--- config.mk ---
export PLATFORM = sky130hd
export DESIGN_NAME = rta_top
export DESIGN_NICKNAME = d
export VERILOG_FILES = /design/src/rtl/rta_pkg.sv /design/src/rtl/rta_entry_check.sv /design/src/rtl/rta_alarm_match.sv /design/src/rtl/rta_top.sv
export SDC_FILE = /design/constraint.sdc
export NUM_CORES = 1
export LEC_CHECK = 0
export ABC_AREA = 1
export BUFFER_PORTS_ARGS = -buffer_cell sky130_fd_sc_hd__buf_2
export CAP_MARGIN = 0
export CORE_MARGIN = 3
export CORE_UTILIZATION = 48
export DETAILED_ROUTE_END_ITERATION = 6
export GPL_TIMING_DRIVEN = 0
export PLACE_DENSITY = 0.86
export SLEW_MARGIN = 20
export SYNTH_ARGS = -nofsm -noshare
export SYNTH_HDL_FRONTEND = slang
export SYNTH_SLANG_ARGS = --single-unit
export TNS_END_PERCENT = 1
--- constraint.sdc ---
create_clock -name pclk -period 3.6 [get_ports pclk]
set_input_delay 0.72 -clock pclk [delete_from_list [all_inputs] [get_ports pclk]]
set_output_delay 0.72 -clock pclk [all_outputs]
set_load 0.02 [all_outputs]
--- src/rtl/rta_pkg.sv ---
// shared offsets, field positions, reset values and event codes for the rtc alarm block
package rta_pkg;
  // register byte offsets
  localparam logic [7:0] OFS_MODE = 8'h00;
  localparam logic [7:0] OFS_HMODE = 8'h04;
  localparam logic [7:0] OFS_TIME = 8'h08;
  localparam logic [7:0] OFS_CAL = 8'h0c;
  localparam logic [7:0] OFS_TALARM = 8'h10;
  localparam logic [7:0] OFS_CALARM = 8'h14;
  localparam logic [7:0] OFS_STATUS = 8'h18;
  localparam logic [7:0] OFS_SCLR = 8'h1c;
  localparam logic [7:0] OFS_IEN = 8'h20;
  localparam logic [7:0] OFS_IDIS = 8'h24;
  localparam logic [7:0] OFS_IMASK = 8'h28;
  localparam logic [7:0] OFS_VALID = 8'h2c;
  // status, clear, enable, disable and mask bit positions
  localparam int ST_UPD = 0;
  localparam int ST_ALARM = 1;
  localparam int ST_SEC = 2;
  localparam int ST_TIME_EVENT_FLAG = 3;
  localparam int ST_CALENDAR_EVENT_FLAG = 4;
  localparam int NFLAG = 5;
  // mode and hour mode fields
  localparam int MODE_UPDT = 0;
  localparam int MODE_UPDC = 1;
  localparam int MODE_TEV = 8;
  localparam int MODE_CEV = 16;
  localparam int HM_12H = 0;
  localparam logic [31:0] MODE_MASK = 32'h0003_0303;
  // alarm enable positions and writable masks
  localparam int TA_SEC_EN = 7;
  localparam int TA_MIN_EN = 15;
  localparam int TA_HOUR_EN = 23;
  localparam int CA_MTH_EN = 23;
  localparam int CA_DATE_EN = 31;
  localparam logic [31:0] TALARM_MASK = 32'h00ff_ffff;
  localparam logic [31:0] CALARM_MASK = 32'hbf9f_0000;
  // validity bit positions
  localparam int V_TIME = 0;
  localparam int V_CAL = 1;
  localparam int V_TALARM = 2;
  localparam int V_CALARM = 3;
  localparam int NVALID = 4;
  // reset values
  localparam logic [31:0] RST_WORD = 32'h0000_0000;
  localparam logic [NFLAG-1:0] RST_FLAGS = 5'h00;
  localparam logic [NVALID-1:0] RST_VALID = 4'h0;
  // bcd limits for entry checks
  localparam logic [7:0] BCD_ZERO = 8'h00;
  localparam logic [7:0] BCD_ONE = 8'h01;
  localparam logic [7:0] MINSEC_MAX = 8'h59;
  localparam logic [7:0] H24_MAX = 8'h23;
  localparam logic [7:0] H12_MAX = 8'h12;
  localparam logic [7:0] MONTH_MAX = 8'h12;
  localparam logic [7:0] MONTH_FEB = 8'h02;
  localparam logic [7:0] DATE_MAX = 8'h31;
  localparam logic [7:0] DATE_SHORT = 8'h30;
  localparam logic [7:0] DATE_LEAP = 8'h29;
  localparam logic [7:0] DATE_FEB = 8'h28;
  localparam logic [7:0] DAY_MAX = 8'h07;
  localparam logic [7:0] CENT_MIN = 8'h19;
  localparam logic [7:0] CENT_MAX = 8'h20;
  // event selector codes
  typedef enum logic [1:0] {
    TEV_MINUTE = 2'b00, TEV_HOUR = 2'b01, TEV_MIDNIGHT = 2'b10, TEV_NOON = 2'b11
  } rta_tev_e;
  typedef enum logic [1:0] {
    CEV_WEEK = 2'b00, CEV_MONTH = 2'b01, CEV_YEAR = 2'b10, CEV_RSVD = 2'b11
  } rta_cev_e;
endpackage

--- src/rtl/rta_entry_check.sv ---
// bcd range checks for time, calendar and alarm entries
`timescale 1ns/1ps
module rta_entry_check (
  // word under test and hour format
  input wire logic [31:0] wdata,
  input wire logic hour_12,
  // verdicts
  output logic time_ok,
  output logic cal_ok,
  output logic talarm_ok,
  output logic calarm_ok
);
  function automatic logic bcd(input logic [7:0] v);
    return (v[7:4] <= 4'h9) && (v[3:0] <= 4'h9);
  endfunction
  function automatic logic in_rng(input logic [7:0] v, input logic [7:0] lo, input logic [7:0] hi);
    return bcd(v) && (v >= lo) && (v <= hi);
  endfunction
  // in 24-hour operation a set meridiem bit is an invalid entry
  function automatic logic hour_good(input logic [7:0] h, input logic pm, input logic h12);
    return h12 ? in_rng(h, rta_pkg::BCD_ONE, rta_pkg::H12_MAX)
               : (in_rng(h, rta_pkg::BCD_ZERO, rta_pkg::H24_MAX) && !pm);
  endfunction

  logic [7:0] sec, min, hour, cent, year, month, day, date, dmax;
  logic leap;

  // field extraction, leap year and month length
  always_comb begin
    sec = {1'b0, wdata[6:0]};
    min = {1'b0, wdata[14:8]};
    hour = {2'b0, wdata[21:16]};
    cent = {1'b0, wdata[6:0]};
    year = wdata[15:8];
    month = {3'b0, wdata[20:16]};
    day = {5'b0, wdata[23:21]};
    date = {2'b0, wdata[29:24]};
    if (year == rta_pkg::BCD_ZERO)
      leap = (cent == rta_pkg::CENT_MAX);
    else if (year[4])
      leap = (year[3:0] == 4'h2) || (year[3:0] == 4'h6);
    else
      leap = (year[3:0] == 4'h0) || (year[3:0] == 4'h4) || (year[3:0] == 4'h8);
    if (month == rta_pkg::MONTH_FEB)
      dmax = leap ? rta_pkg::DATE_LEAP : rta_pkg::DATE_FEB;
    else if (month == 8'h04 || month == 8'h06 || month == 8'h09 || month == 8'h11)
      dmax = rta_pkg::DATE_SHORT;
    else
      dmax = rta_pkg::DATE_MAX;
  end

  // verdicts for each register kind
  always_comb begin
    time_ok = in_rng(sec, rta_pkg::BCD_ZERO, rta_pkg::MINSEC_MAX) &&
              in_rng(min, rta_pkg::BCD_ZERO, rta_pkg::MINSEC_MAX) && hour_good(hour, wdata[22], hour_12);
    talarm_ok = time_ok;
    cal_ok = in_rng(cent, rta_pkg::CENT_MIN, rta_pkg::CENT_MAX) && bcd(year) &&
             in_rng(month, rta_pkg::BCD_ONE, rta_pkg::MONTH_MAX) && in_rng(date, rta_pkg::BCD_ONE, dmax) &&
             in_rng(day, rta_pkg::BCD_ONE, rta_pkg::DAY_MAX);
    calarm_ok = in_rng(month, rta_pkg::BCD_ONE, rta_pkg::MONTH_MAX) &&
                in_rng(date, rta_pkg::BCD_ONE, rta_pkg::DATE_MAX);
  end
endmodule

--- src/rtl/rta_alarm_match.sv ---
// alarm compare of enabled bcd fields against the running counters
`timescale 1ns/1ps
module rta_alarm_match (
  // clock and reset
  input wire logic pclk,
  input wire logic presetn,
  // alarm settings and counters
  input wire logic [31:0] talarm,
  input wire logic [31:0] calarm,
  input wire logic [31:0] cur_time,
  input wire logic [31:0] cur_cal,
  // one pulse per entry into match
  output logic hit
);
  logic [4:0] en, eq;
  logic match, prev_reg, prev_next, hit_reg, hit_next;

  // each enabled field must equal its counter; disabled fields are don't care
  always_comb begin
    en = {talarm[rta_pkg::TA_SEC_EN], talarm[rta_pkg::TA_MIN_EN], talarm[rta_pkg::TA_HOUR_EN],
          calarm[rta_pkg::CA_DATE_EN], calarm[rta_pkg::CA_MTH_EN]};
    eq = {talarm[6:0] == cur_time[6:0], talarm[14:8] == cur_time[14:8],
          talarm[22:16] == cur_time[22:16], calarm[29:24] == cur_cal[29:24],
          calarm[20:16] == cur_cal[20:16]};
    match = (|en) && (&(eq | ~en));
    prev_next = match;
    hit_next = match && !prev_reg;
  end

  always_ff @(posedge pclk or negedge presetn) begin
    if (!presetn) begin
      prev_reg <= 1'b0;
      hit_reg <= 1'b0;
    end else begin
      prev_reg <= prev_next;
      hit_reg <= hit_next;
    end
  end

  assign hit = hit_reg;
endmodule

--- src/rtl/rta_top.sv ---
// apb register block for rtc alarm compare, event status, interrupt mask and entry validity
//
// The implementer's own choice: the APB interface to the registers.
`timescale 1ns/1ps
module rta_top (
  // apb slave
  input wire logic pclk,
  input wire logic presetn,
  input wire logic psel,
  input wire logic penable,
  input wire logic pwrite,
  input wire logic [7:0] paddr,
  input wire logic [31:0] pwdata,
  output logic [31:0] prdata,
  output logic pready,
  output logic pslverr,
  // running counters and their event pulses
  input wire logic [31:0] cur_time,
  input wire logic [31:0] cur_cal,
  input wire logic sec_tick,
  input wire logic min_tick,
  input wire logic hour_tick,
  input wire logic midnight_tick,
  input wire logic noon_tick,
  input wire logic week_tick,
  input wire logic month_tick,
  input wire logic year_tick,
  // counter control
  output logic time_hold,
  output logic cal_hold,
  output logic load_time,
  output logic load_cal,
  output logic [31:0] load_data,
  // interrupt
  output logic irq
);
  // apb group
  logic pready_reg, pready_next, pslverr_reg, pslverr_next;
  logic [31:0] prdata_reg, prdata_next;
  logic setup, wr_en, mapped;
  // control group
  logic [31:0] mode_reg, mode_next, talarm_reg, talarm_next, calarm_reg, calarm_next;
  logic [31:0] load_data_reg, load_data_next;
  logic hmode_reg, hmode_next, load_time_reg, load_time_next, load_cal_reg, load_cal_next;
  logic [rta_pkg::NVALID-1:0] valid_reg, valid_next;
  // status group
  logic [rta_pkg::NFLAG-1:0] status_reg, status_next, mask_reg, mask_next, set, clr, ien, idis;
  logic req_prev_reg, req_prev_next, irq_reg, irq_next, req_any, tev_hit, cev_hit;
  rta_pkg::rta_tev_e tev;
  rta_pkg::rta_cev_e cev;
  // helpers
  logic time_ok, cal_ok, talarm_ok, calarm_ok, alarm_hit;

  rta_entry_check u_check (
    .wdata(pwdata),
    .hour_12(hmode_reg),
    .time_ok(time_ok),
    .cal_ok(cal_ok),
    .talarm_ok(talarm_ok),
    .calarm_ok(calarm_ok)
  );

  rta_alarm_match u_match (
    .pclk(pclk),
    .presetn(presetn),
    .talarm(talarm_reg),
    .calarm(calarm_reg),
    .cur_time(cur_time),
    .cur_cal(cur_cal),
    .hit(alarm_hit)
  );

  // address decode; only aligned word offsets of the map answer without error
  always_comb begin
    setup = psel && !penable;
    wr_en = psel && penable && pwrite && pready_reg;
    case (paddr)
      rta_pkg::OFS_MODE, rta_pkg::OFS_HMODE, rta_pkg::OFS_TIME, rta_pkg::OFS_CAL,
      rta_pkg::OFS_TALARM, rta_pkg::OFS_CALARM, rta_pkg::OFS_STATUS, rta_pkg::OFS_SCLR,
      rta_pkg::OFS_IEN, rta_pkg::OFS_IDIS, rta_pkg::OFS_IMASK, rta_pkg::OFS_VALID: mapped = 1'b1;
      default: mapped = 1'b0;
    endcase
  end

  // apb answer: read data captured in the setup cycle so the access phase never waits
  always_comb begin
    pready_next = setup;
    pslverr_next = setup && !mapped;
    prdata_next = prdata_reg;
    if (setup) begin
      case (paddr)
        rta_pkg::OFS_MODE: prdata_next = mode_reg;
        rta_pkg::OFS_HMODE: prdata_next = {31'b0, hmode_reg};
        rta_pkg::OFS_TIME: prdata_next = cur_time;
        rta_pkg::OFS_CAL: prdata_next = cur_cal;
        rta_pkg::OFS_TALARM: prdata_next = talarm_reg;
        rta_pkg::OFS_CALARM: prdata_next = calarm_reg;
        rta_pkg::OFS_STATUS: prdata_next = {27'b0, status_reg};
        rta_pkg::OFS_IMASK: prdata_next = {27'b0, mask_reg};
        rta_pkg::OFS_VALID: prdata_next = {28'b0, valid_reg};
        default: prdata_next = rta_pkg::RST_WORD;
      endcase
    end
  end

  always_ff @(posedge pclk or negedge presetn) begin
    if (!presetn) begin
      pready_reg <= 1'b0;
      pslverr_reg <= 1'b0;
      prdata_reg <= rta_pkg::RST_WORD;
    end else begin
      pready_reg <= pready_next;
      pslverr_reg <= pslverr_next;
      prdata_reg <= prdata_next;
    end
  end

  // control registers, entry checks and counter loads
  always_comb begin
    mode_next = mode_reg;
    hmode_next = hmode_reg;
    talarm_next = talarm_reg;
    calarm_next = calarm_reg;
    valid_next = valid_reg;
    load_time_next = 1'b0;
    load_cal_next = 1'b0;
    load_data_next = load_data_reg;
    if (wr_en) begin
      case (paddr)
        rta_pkg::OFS_MODE: mode_next = pwdata & rta_pkg::MODE_MASK;
        rta_pkg::OFS_HMODE: hmode_next = pwdata[rta_pkg::HM_12H];
        // counters accept a value only while their update is requested in the mode register
        rta_pkg::OFS_TIME: begin
          if (mode_reg[rta_pkg::MODE_UPDT]) begin
            load_time_next = time_ok;
            valid_next[rta_pkg::V_TIME] = !time_ok;
            if (time_ok) begin
              load_data_next = pwdata;
            end
          end
        end
        rta_pkg::OFS_CAL: begin
          if (mode_reg[rta_pkg::MODE_UPDC]) begin
            load_cal_next = cal_ok;
            valid_next[rta_pkg::V_CAL] = !cal_ok;
            if (cal_ok) begin
              load_data_next = pwdata;
            end
          end
        end
        rta_pkg::OFS_TALARM: begin
          valid_next[rta_pkg::V_TALARM] = !talarm_ok;
          if (talarm_ok) begin
            talarm_next = pwdata & rta_pkg::TALARM_MASK;
          end
        end
        rta_pkg::OFS_CALARM: begin
          valid_next[rta_pkg::V_CALARM] = !calarm_ok;
          if (calarm_ok) begin
            calarm_next = pwdata & rta_pkg::CALARM_MASK;
          end
        end
        default: ;
      endcase
    end
  end

  always_ff @(posedge pclk or negedge presetn) begin
    if (!presetn) begin
      mode_reg <= rta_pkg::RST_WORD;
      hmode_reg <= 1'b0;
      talarm_reg <= rta_pkg::RST_WORD;
      calarm_reg <= rta_pkg::RST_WORD;
      valid_reg <= rta_pkg::RST_VALID;
      load_time_reg <= 1'b0;
      load_cal_reg <= 1'b0;
      load_data_reg <= rta_pkg::RST_WORD;
    end else begin
      mode_reg <= mode_next;
      hmode_reg <= hmode_next;
      talarm_reg <= talarm_next;
      calarm_reg <= calarm_next;
      valid_reg <= valid_next;
      load_time_reg <= load_time_next;
      load_cal_reg <= load_cal_next;
      load_data_reg <= load_data_next;
    end
  end

  // event selection from the mode register
  always_comb begin
    tev = rta_pkg::rta_tev_e'(mode_reg[rta_pkg::MODE_TEV +: 2]);
    cev = rta_pkg::rta_cev_e'(mode_reg[rta_pkg::MODE_CEV +: 2]);
    case (tev)
      rta_pkg::TEV_MINUTE: tev_hit = min_tick;
      rta_pkg::TEV_HOUR: tev_hit = hour_tick;
      rta_pkg::TEV_MIDNIGHT: tev_hit = midnight_tick;
      rta_pkg::TEV_NOON: tev_hit = noon_tick;
      default: tev_hit = 1'b0;
    endcase
    case (cev)
      rta_pkg::CEV_WEEK: cev_hit = week_tick;
      rta_pkg::CEV_MONTH: cev_hit = month_tick;
      rta_pkg::CEV_YEAR: cev_hit = year_tick;
      default: cev_hit = 1'b0; // reserved code raises nothing
    endcase
  end

  // sticky flags: a set in the clearing cycle wins so no event is lost
  always_comb begin
    req_any = mode_reg[rta_pkg::MODE_UPDT] || mode_reg[rta_pkg::MODE_UPDC];
    req_prev_next = req_any;
    set = rta_pkg::RST_FLAGS;
    set[rta_pkg::ST_UPD] = req_any && !req_prev_reg;
    set[rta_pkg::ST_ALARM] = alarm_hit;
    set[rta_pkg::ST_SEC] = sec_tick;
    set[rta_pkg::ST_TIME_EVENT_FLAG] = tev_hit;
    set[rta_pkg::ST_CALENDAR_EVENT_FLAG] = cev_hit;
    clr = (wr_en && paddr == rta_pkg::OFS_SCLR) ? pwdata[rta_pkg::NFLAG-1:0] : rta_pkg::RST_FLAGS;
    ien = (wr_en && paddr == rta_pkg::OFS_IEN) ? pwdata[rta_pkg::NFLAG-1:0] : rta_pkg::RST_FLAGS;
    idis = (wr_en && paddr == rta_pkg::OFS_IDIS) ? pwdata[rta_pkg::NFLAG-1:0] : rta_pkg::RST_FLAGS;
    status_next = (status_reg & ~clr) | set;
    if (!req_any) begin
      status_next[rta_pkg::ST_UPD] = 1'b0;
    end
    mask_next = (mask_reg | ien) & ~idis;
    irq_next = |(status_reg & mask_reg);
  end

  always_ff @(posedge pclk or negedge presetn) begin
    if (!presetn) begin
      status_reg <= rta_pkg::RST_FLAGS;
      mask_reg <= rta_pkg::RST_FLAGS;
      req_prev_reg <= 1'b0;
      irq_reg <= 1'b0;
    end else begin
      status_reg <= status_next;
      mask_reg <= mask_next;
      req_prev_reg <= req_prev_next;
      irq_reg <= irq_next;
    end
  end

  // outputs straight from flops
  assign prdata = prdata_reg;
  assign pready = pready_reg;
  assign pslverr = pslverr_reg;
  assign time_hold = mode_reg[rta_pkg::MODE_UPDT];
  assign cal_hold = mode_reg[rta_pkg::MODE_UPDC];
  assign load_time = load_time_reg;
  assign load_cal = load_cal_reg;
  assign load_data = load_data_reg;
  assign irq = irq_reg;
endmodule

# == Word level (Yosys, flattened, before mapping) ==
# Index checks and enable logic that the tools add are counted.
# word_totals
ff_bits,130
input_bits,117
output_inout_bits,71
elab_cells,193
# classes
order_cmp,28
n_eq_ne,35
muxes,25
n_bitwise,9
reduce_logical,76
# ops
operator,count
$pmux W32 S9,1
$mux W32,4
$pmux W32 S2,1
$logic_and A1 B1 Y1,42
$eq A8 B5 Y1 const B,4
$eq A8 B6 Y1 const B,4
$eq A7 B7 Y1,3
$le A4 B4 Y1 const B,5
$ge A6 B1 Y1 const B,3
$eq A8 B4 Y1 const B,2
$logic_not A8 Y1,2
$and A5 B5 Y5,3
$mux W5,3
$not A5 Y5,3
$or A5 B5 Y5,3
$ge A7 B1 Y1 const B,2
$le A7 B7 Y1 const B,2
$mux W1,13
$le A3 B4 Y1 const B,3
$le A6 B6 Y1 const B,2
$reduce_and A3 Y1,4
$reduce_or A12 Y1,1
$eq A5 B3 Y1 const B,2
$reduce_or A5 Y1,2
34 further kinds,59

# == Depth between registers and ports, before layout ==
# Gate-level depths: netlist (run 1).
# logic_depth
ltp_word,14
ltp_mapped,19
mapped_depth_nobuf,17

# == Hierarchy ==
# A second synthesis (run 1) with hierarchy kept.
# hier_totals
hier_cells,1034
area_unflattened_um2,7135.6
# modules_own_cells
mod,instances,cells_per_inst,area_per_inst_um2,seq_area_each_um2
rta_top,1,774,5934.4,3203.1
rta_alarm_match,1,164,719.4,50.0
rta_entry_check,1,96,481.7,0.0

# == Worst setup path after synthesis (run 1) ==
# OpenSTA, ideal clock, no wires.
# synth_timing
path_type,input -> register
start,input port pwdata[18]
end,"register load_data_reg[0], in the netlist load_data[0]"
setup_time_ns,0.117
arrival_ns,2.430
required_ns,3.483
slack_ns,1.053
path_stages,15
path_buffers,1
path_cell_list,nor2_2 nand2_1 nor3_1 inv_1 o21ai_0 o21ai_0 ha_1 nand4_1 nand3_1 nand4_1 nand2_1 nand2_2 buf_6 nand2_1 nand2_1
# synth_via
elab_chain_cells,12
word_cells_on_any_way,36
cone_classes,8 x order compare; 7 x eq/ne; 3 x mux; 18 x reduce/logical
# synth_lines
item,line_no,source
start: declaration,rta_top.sv:13,"input wire logic [31:0] pwdata,"
$eq A5 B3 Y1,rta_entry_check.sv:46,else if (month == 8'h04 || month == 8'h06 || month == 8'h09 || month == 8'h11)
$logic_or A1 B1 Y1 (3 in series),rta_entry_check.sv:46,
$mux W1,rta_entry_check.sv:46,
$mux W8,rta_entry_check.sv:44,if (month == rta_pkg::MONTH_FEB)
$le A6 B8 Y1,rta_entry_check.sv:17,return bcd(v) && (v >= lo) && (v <= hi);
$logic_and A1 B1 Y1,rta_entry_check.sv:17,
$logic_and A1 B1 Y1 (2 in series),rta_entry_check.sv:58,"in_rng(month, rta_pkg::BCD_ONE, rta_pkg::MONTH_MAX) && in_rng(date, rta_pkg::BCD_ONE, dmax) &&"
$ne A2 B2 Y1 (no line),--,
$reduce_and A6 Y1 (no line) (*),--,
end signal: assignment,rta_top.sv:177,load_data_reg <= rta_pkg::RST_WORD;
end signal: assignment,rta_top.sv:186,load_data_reg <= load_data_next;
end: declaration,rta_top.sv:43,"logic [31:0] load_data_reg, load_data_next;"
# Mark *: on every way between the ends. The rest lies on a longest branch, timed or not.
# A chain may end at the register's enable or synchronous reset.

# == Worst setup path after layout (run 1) ==
# layout_timing
start,input port pwdata[18]
end,"register load_data_reg[25], in the netlist load_data[25]"
# The elaborated chain is that of the path after synthesis.

==> results of run 1 <==
per-stage QoR:
step,power [mW],cells,setup WS [ns],cell area [sq um]
CTS,3.584,1286,0.3053,8546
global placement,1.743,1253,-0.004242,7881
floorplan,1.589,891,1.053,6730
finish,3.574,1286,0.1627,8546
detailed placement,1.752,1254,-0.04704,7919
global route,3.675,1286,0.07816,8546
area by class of cell:
class / count / area [sq um] / area share
plain buffers: 33 / 171.4 / 0.02006
inverters: 78 / 292.8 / 0.03426
well taps: 176 / 220.2 / 0.02577
clock inverters: 14 / 187.7 / 0.02196
flip-flops and latches: 130 / 3253 / 0.3807
repair buffers: 187 / 968.4 / 0.1133
clock buffers: 18 / 439.2 / 0.05139
multi-input cells: 650 / 3013 / 0.3526
critical path: stages:
cell	delay, ns
buf_2	0.13
nor2_2	0.19
nand2_1	0.09
nor3_1	0.54
inv_1	0.15
o21ai_0	0.19
o21ai_0	0.31
ha_1	0.27
inv_1	0.05
nor2_1	0.04
o21ai_0	0.17
nand3_1	0.13
nand4_1	0.11
nand2_1	0.19
nand2_2	0.22
buf_6	0.16
nand2_1	0.05
nand2_1	0.07
power groups by stage:
stage	Sequential, mW	Combinational (mW)	Clock, mW
2_1_floorplan	1.50	0.0841	0
3_3_place_gp	1.50	0.245	0
3_5_place_dp	1.50	0.254	0
4_1_cts	1.47	0.258	1.85
5_1_grt	1.47	0.286	1.92
6_report	1.47	0.260	1.84
worst min path at each step:
stage | endpoint | slack (ns) | cells after the start
2_1_floorplan | u_match.hit$_DFF_PN0_ | 0.39 | 1
3_3_place_gp | u_match.hit$_DFF_PN0_ | 0.40 | 1
3_5_place_dp | u_match.hit$_DFF_PN0_ | 0.41 | 1
4_1_cts | prdata[11]$_DFFE_PN0P_ | 0.22 | 1
5_1_grt | prdata[11]$_DFFE_PN0P_ | 0.24 | 1
6_report | prdata[11]$_DFFE_PN0P_ | 0.21 | 1
cell usage in the layout, fill, tap and decap left out, drive strengths merged, types with 2 or more instances in the layout:
cell type,count
inv,78
nand2,334
nor2,52
o21ai,89
xnor2,9
a21oi,24
nor3,14
ha,3
bufinv,4
buf,205
a221oi,2
a22oi,6
xor2,15
o22ai,7
clkbuf,33
nand4,14
a22o,5
clkinv,9
dfrtp,130
nand3,66
cells by family after synthesis:
logic type | Yosys count
AND/OR/NAND/NOR | 483
AO/OA/AOI/OAI | 140
flip-flops | 130
buffers and inverters | 111
XOR/XNOR | 24
adder cells (fa/ha/maj) | 3
layer usage:
| metal | vias up | wire (microns) | global-route usage |
|---|---|---|---|
| met4 | 0 | 776 | 0.1167 |
| met3 | 65 | 1878 | 0.06432 |
| met5 | - | 0 | 0 |
| li1 | 3302 | - | - |
| met2 | 388 | 10590 | 0.4622 |
| met1 | 3297 | 9023 | 0.3753 |
==> impl_metrics.tcl, run 1 <==
set metrics [dict create \
    cts_setup_buffers 0 \
    routed-via-count 7052 \
    hpwlAfterDp_microns 16620 \
    viasPerCell 5.484 \
    hold_viol 0 \
    leakage_nw 4.695 \
    post-route-period-util 0.9548 \
    p_sw_frac 0.2365 \
    setup_viol 0 \
    synth_adder_area_share 0.005577 \
    fp.dieH_microns 124.4 \
    status "finished, final reports clean" \
    worstSetupStartpoint "pwdata[18]" \
    ys_seq_area_frac 0.4834 \
    grt_pass1_wl_microns 35300 \
    clk_path_buf_depth 2 \
    synth_most_common_cell "nand2_1" \
    internal_power_mw 2.729 \
    tightest_slew_ns 0.7259 \
    synthMuxAreaShare 0 \
    drive_gt1_frac 0.2378 \
    synthTopCellsByArea "dfrtp_1 48%, nand2_1 19%, nand3_1 4.9%, o21ai_0 4.2%, inv_1 3.5%" \
    diodes 0 \
    overflow 0 \
    slew_viol_final 0 \
    gp_congestion 0.9597 \
    p_comb_frac 0.073 \
    ios 188 \
    grt_pass1_vias 6877 \
    grt_max_degree 76 \
    seqPwrFrac 0.412 \
    synth-simple-area-share 0.2945 \
    cts.sinks 130 \
    initialDrtViolationCount 932 \
    power.clock.fraction 0.515 \
    yosys_warnings 0 \
    track_usage 0.2866 \
    ant_nets 0 \
    clk_pin_slew_ns 0.06 \
    cts_buffers 17 \
    h-tree-depth 4 \
    fin_tns_setup_ns 0 \
    cts_tree "built" \
    die_w_microns 124.4 \
    synth_edf_count 0 \
    synth_area_sq_mm 0.006730 \
    rows 42 \
    syn-num-nets 1011 \
    port_buffers 186 \
    worstPathArrival_ns 3.80 \
    yosys_most_used_dff "dfrtp_1" \
    synth_compound_area_frac 0.1164 \
    synthXorXnorAreaFrac 0.03123 \
    regToRegEndpoint "load_data[25]$_DFFE_PN0P_" \
    ctsHoldBuffers 0 \
    synth_top_cell_area_share 0.4834 \
    crit_type "primary input to flop" \
    p_switching_mw 0.8454 \
    synth_top_area_cell "dfrtp_1" \
    hold_slack_ns 0.2115 \
    cts_resized 0 \
    cp.required_ns 3.96 \
    drc 0 \
    start_util 0.5003 \
    slew_headroom 0.5143 \
    reg2reg_depth 11 \
    core_area_sq_mm 0.01345 \
    finalClockSkew_ns 0.008170 \
    synthDistinctLibCells 35 \
    netlist_instances 891 \
    routed_wirelength_microns 22270 \
    crit_end "load_data[25]$_DFFE_PN0P_" \
    wl_per_cell_microns 17.31 \
    fin_crit_ns 3.437 \
    rsz0062_at_grt "false" \
    peakVddDrop_uv 284.4 \
    synth-seq-cells 130 \
    fillCellCount 1164 \
    cap_viol_max_count 0 \
    fmax_ghz 0.2909 \
    area_delta_synth_final_pct 26.98 \
    clk_latency_ns 0.43 \
    critPathLaunchType "primary input" \
    p_per_area_mw_per_mm2 418.3 \
    root_buffer "clkbuf_16" \
    async_flop_share 1.000 \
    reg2reg_from "hmode_reg$_DFFE_PN0P_" \
    nets 1217 \
    synth_top_cells_by_count "332 x nand2_1, 130 x dfrtp_1, 66 x nand3_1" \
    antenna_found_initial 0 \
    critPathCaptureType "flop" \
    hold_path.class "primary input to asynchronous set/reset pin" \
    rrSetupSlack_ns 1.68 \
    synth.avg_cell_area_sq_um 7.554 \
    final_util 0.6352 \
    die_area_sq_mm 0.01548 \
    synth_top_family_by_area "simple AND/OR/NAND/NOR gates" \
    crit_path_max_fanout 10 \
    drt_first_pass_iters 5 \
]
Note: power is estimated with default switching activity, not from simulation.
==> run 2: changes to the inputs <==
Settings changed: BUFFER_PORTS_ARGS -buffer_cell sky130_fd_sc_hd__buf_2 to default, DONT_BUFFER_PORTS from default to 1, HOLD_SLACK_MARGIN from default to 0.02, PLACE_DENSITY 0.86 to 0.75.
==> impl_metrics.tcl, run 2 (synthesized netlist as in run 1, its figures left out) <==
set metrics [dict create \
    port_buffers 0 \
    post-route-period-util 0.8792 \
    drc 0 \
    final_cell_mix "332 x nand2_1, 130 x dfrtp_1, 66 x nand3_1" \
    critPathLaunchType "primary input" \
    worstPathArrival_ns 3.48 \
    h-tree-depth 4 \
    grt_max_degree 131 \
    area_delta_synth_final_pct 11.99 \
    path_buf_inv 2 \
    crit_type "primary input to flop" \
    overflow 0 \
    hold_path.class "primary input to asynchronous set/reset pin" \
    hpwlAfterDp_microns 15870 \
    final_common_cell "nand2_1" \
    start_util 0.5003 \
    gp_congestion 0.9429 \
    clk_latency_ns 0.43 \
    cts_buffers 17 \
    track_usage 0.2706 \
    leakage_nw 3.789 \
    fp.dieH_microns 124.4 \
    cts_resized 0 \
    dp_slack_ns 0.02155 \
    cts.sinks 130 \
    fin_tns_setup_ns 0 \
    drive_gt1_frac 0.08342 \
    rsz0062_at_grt "false" \
    status "complete, but fails checks" \
    die_w_microns 124.4 \
    setup_viol 0 \
    rrSetupSlack_ns 1.54 \
    diodes 0 \
    p_per_area_mw_per_mm2 439.2 \
    cts_setup_buffers 0 \
    grt_pass1_wl_microns 32660 \
    die_area_sq_mm 0.01548 \
    cp_common_cell "nand2_1" \
    hold_viol 5 \
    grt_pass1_vias 5891 \
    cp_top_family "simple AND/OR/NAND/NOR gates" \
    placed_cells_incl_taps 1067 \
    crit_slowest_cell "nor3_1" \
    cp.required_ns 3.92 \
    stdcell_count 1099 \
    final_util 0.5603 \
    initialDrtViolationCount 520 \
    path_cells "nor2_2 -> nand2_1 -> nor3_1 -> inv_1 -> o21ai_0 -> o21ai_0 -> ha_1 -> nand4_1 -> nand3_1 -> nand4_1 -> nand2_1 -> nand2_2 -> buf_6 -> nand2_1 -> nand2_1" \
    rows 42 \
    viasPerCell 5.544 \
    clk_pin_slew_ns 0.06 \
    ios 188 \
    cts_tree "built" \
    cap_viol_max_count 0 \
    routed_wirelength_microns 20920 \
    violations "hold timing" \
    crit_path_max_fanout 10 \
    critPathCaptureType "flop" \
    tightest_slew_ns 0.7270 \
    ant_nets 0 \
    peakVddDrop_uv 339.1 \
    fin_crit_ns 3.165 \
    slew_viol_final 0 \
    setup_slack_ns 0.4347 \
    core_area_sq_mm 0.01345 \
    clk_path_buf_depth 2 \
    nets 1030 \
    wl_per_cell_microns 19.04 \
    root_buffer "clkbuf_16" \
    max_stage_delay_ns 0.48 \
    fmax_ghz 0.3159 \
    finalClockSkew_ns 0.005341 \
    hold_slack_ns -0.007079 \
    drt_first_pass_iters 5 \
    antenna_found_initial 0 \
    slew_headroom 0.5135 \
    routed-via-count 6093 \
]
-- run 2: cell types whose count changed in the layout (fill, tap and decap cells not counted), sizes merged --
cell / previous run / this run
clkinvlp: 1 / 7
clkinv: 9 / 4
bufinv: 4 / 2
clkbuf: 33 / 32
inv: 78 / 80
buf: 205 / 18
-- run 2: metal layers --
metal,vias up,GRT usage,share of wire,wire length [microns]
met5,-,0,0,0
met1,2839,0.3600,0.42,8749
met3,45,0.08705,0.10,2102
met4,0,0.1012,0.032,674
li1,2926,-,-,-
met2,283,0.4148,0.45,9394
-- run 2: path summary, 6_finish.rpt --
check	from	to	cells after the start
max	pwdata[18]	load_data[6]$_DFFE_PN0P_	15
min	presetn	load_data[30]$_DFFE_PN0P_	0
max reg2reg	pready$_DFF_PN0_	load_data[6]$_DFFE_PN0P_	8
min reg2reg	u_match.prev_reg$_DFF_PN0_	u_match.hit$_DFF_PN0_	1
max in group asynchronous	presetn	prdata[11]$_DFFE_PN0P_	0
min in group pclk	pwdata[1]	mask_reg[1]$_DFF_PN0_	1
-- run 2: stage by stage --
stage,hold slack (ns),power [mW],instance area [sq um]
final,-0.007079,3.310,7537
after global placement,0.3905,1.619,6950
after CTS,-0.02152,3.322,7537
after detailed placement,0.4013,1.621,6950
after floorplan,0.3860,1.589,6730
after global routing,-0.02266,3.407,7537
-- run 2: cell type report --
type	count	area, sq um
clock inverters	15	161.4
multi-input cells	650	3013
fillers	1244	5916
clock buffers	17	425.4
inverters	78	292.8
well taps	176	220.2
flip-flops and latches	130	3253
plain buffers	33	171.4
-- run 2: where the power goes --
| part | internal, mW | total (mW) | leakage [nW] | switching, mW |
|---|---|---|---|---|
| logic | 0.0369 | 0.117 | 1.79 | 0.0804 |
| clock network | 1.02 | 1.71 | 0.264 | 0.692 |
| registers | 1.47 | 1.48 | 1.74 | 0.0115 |
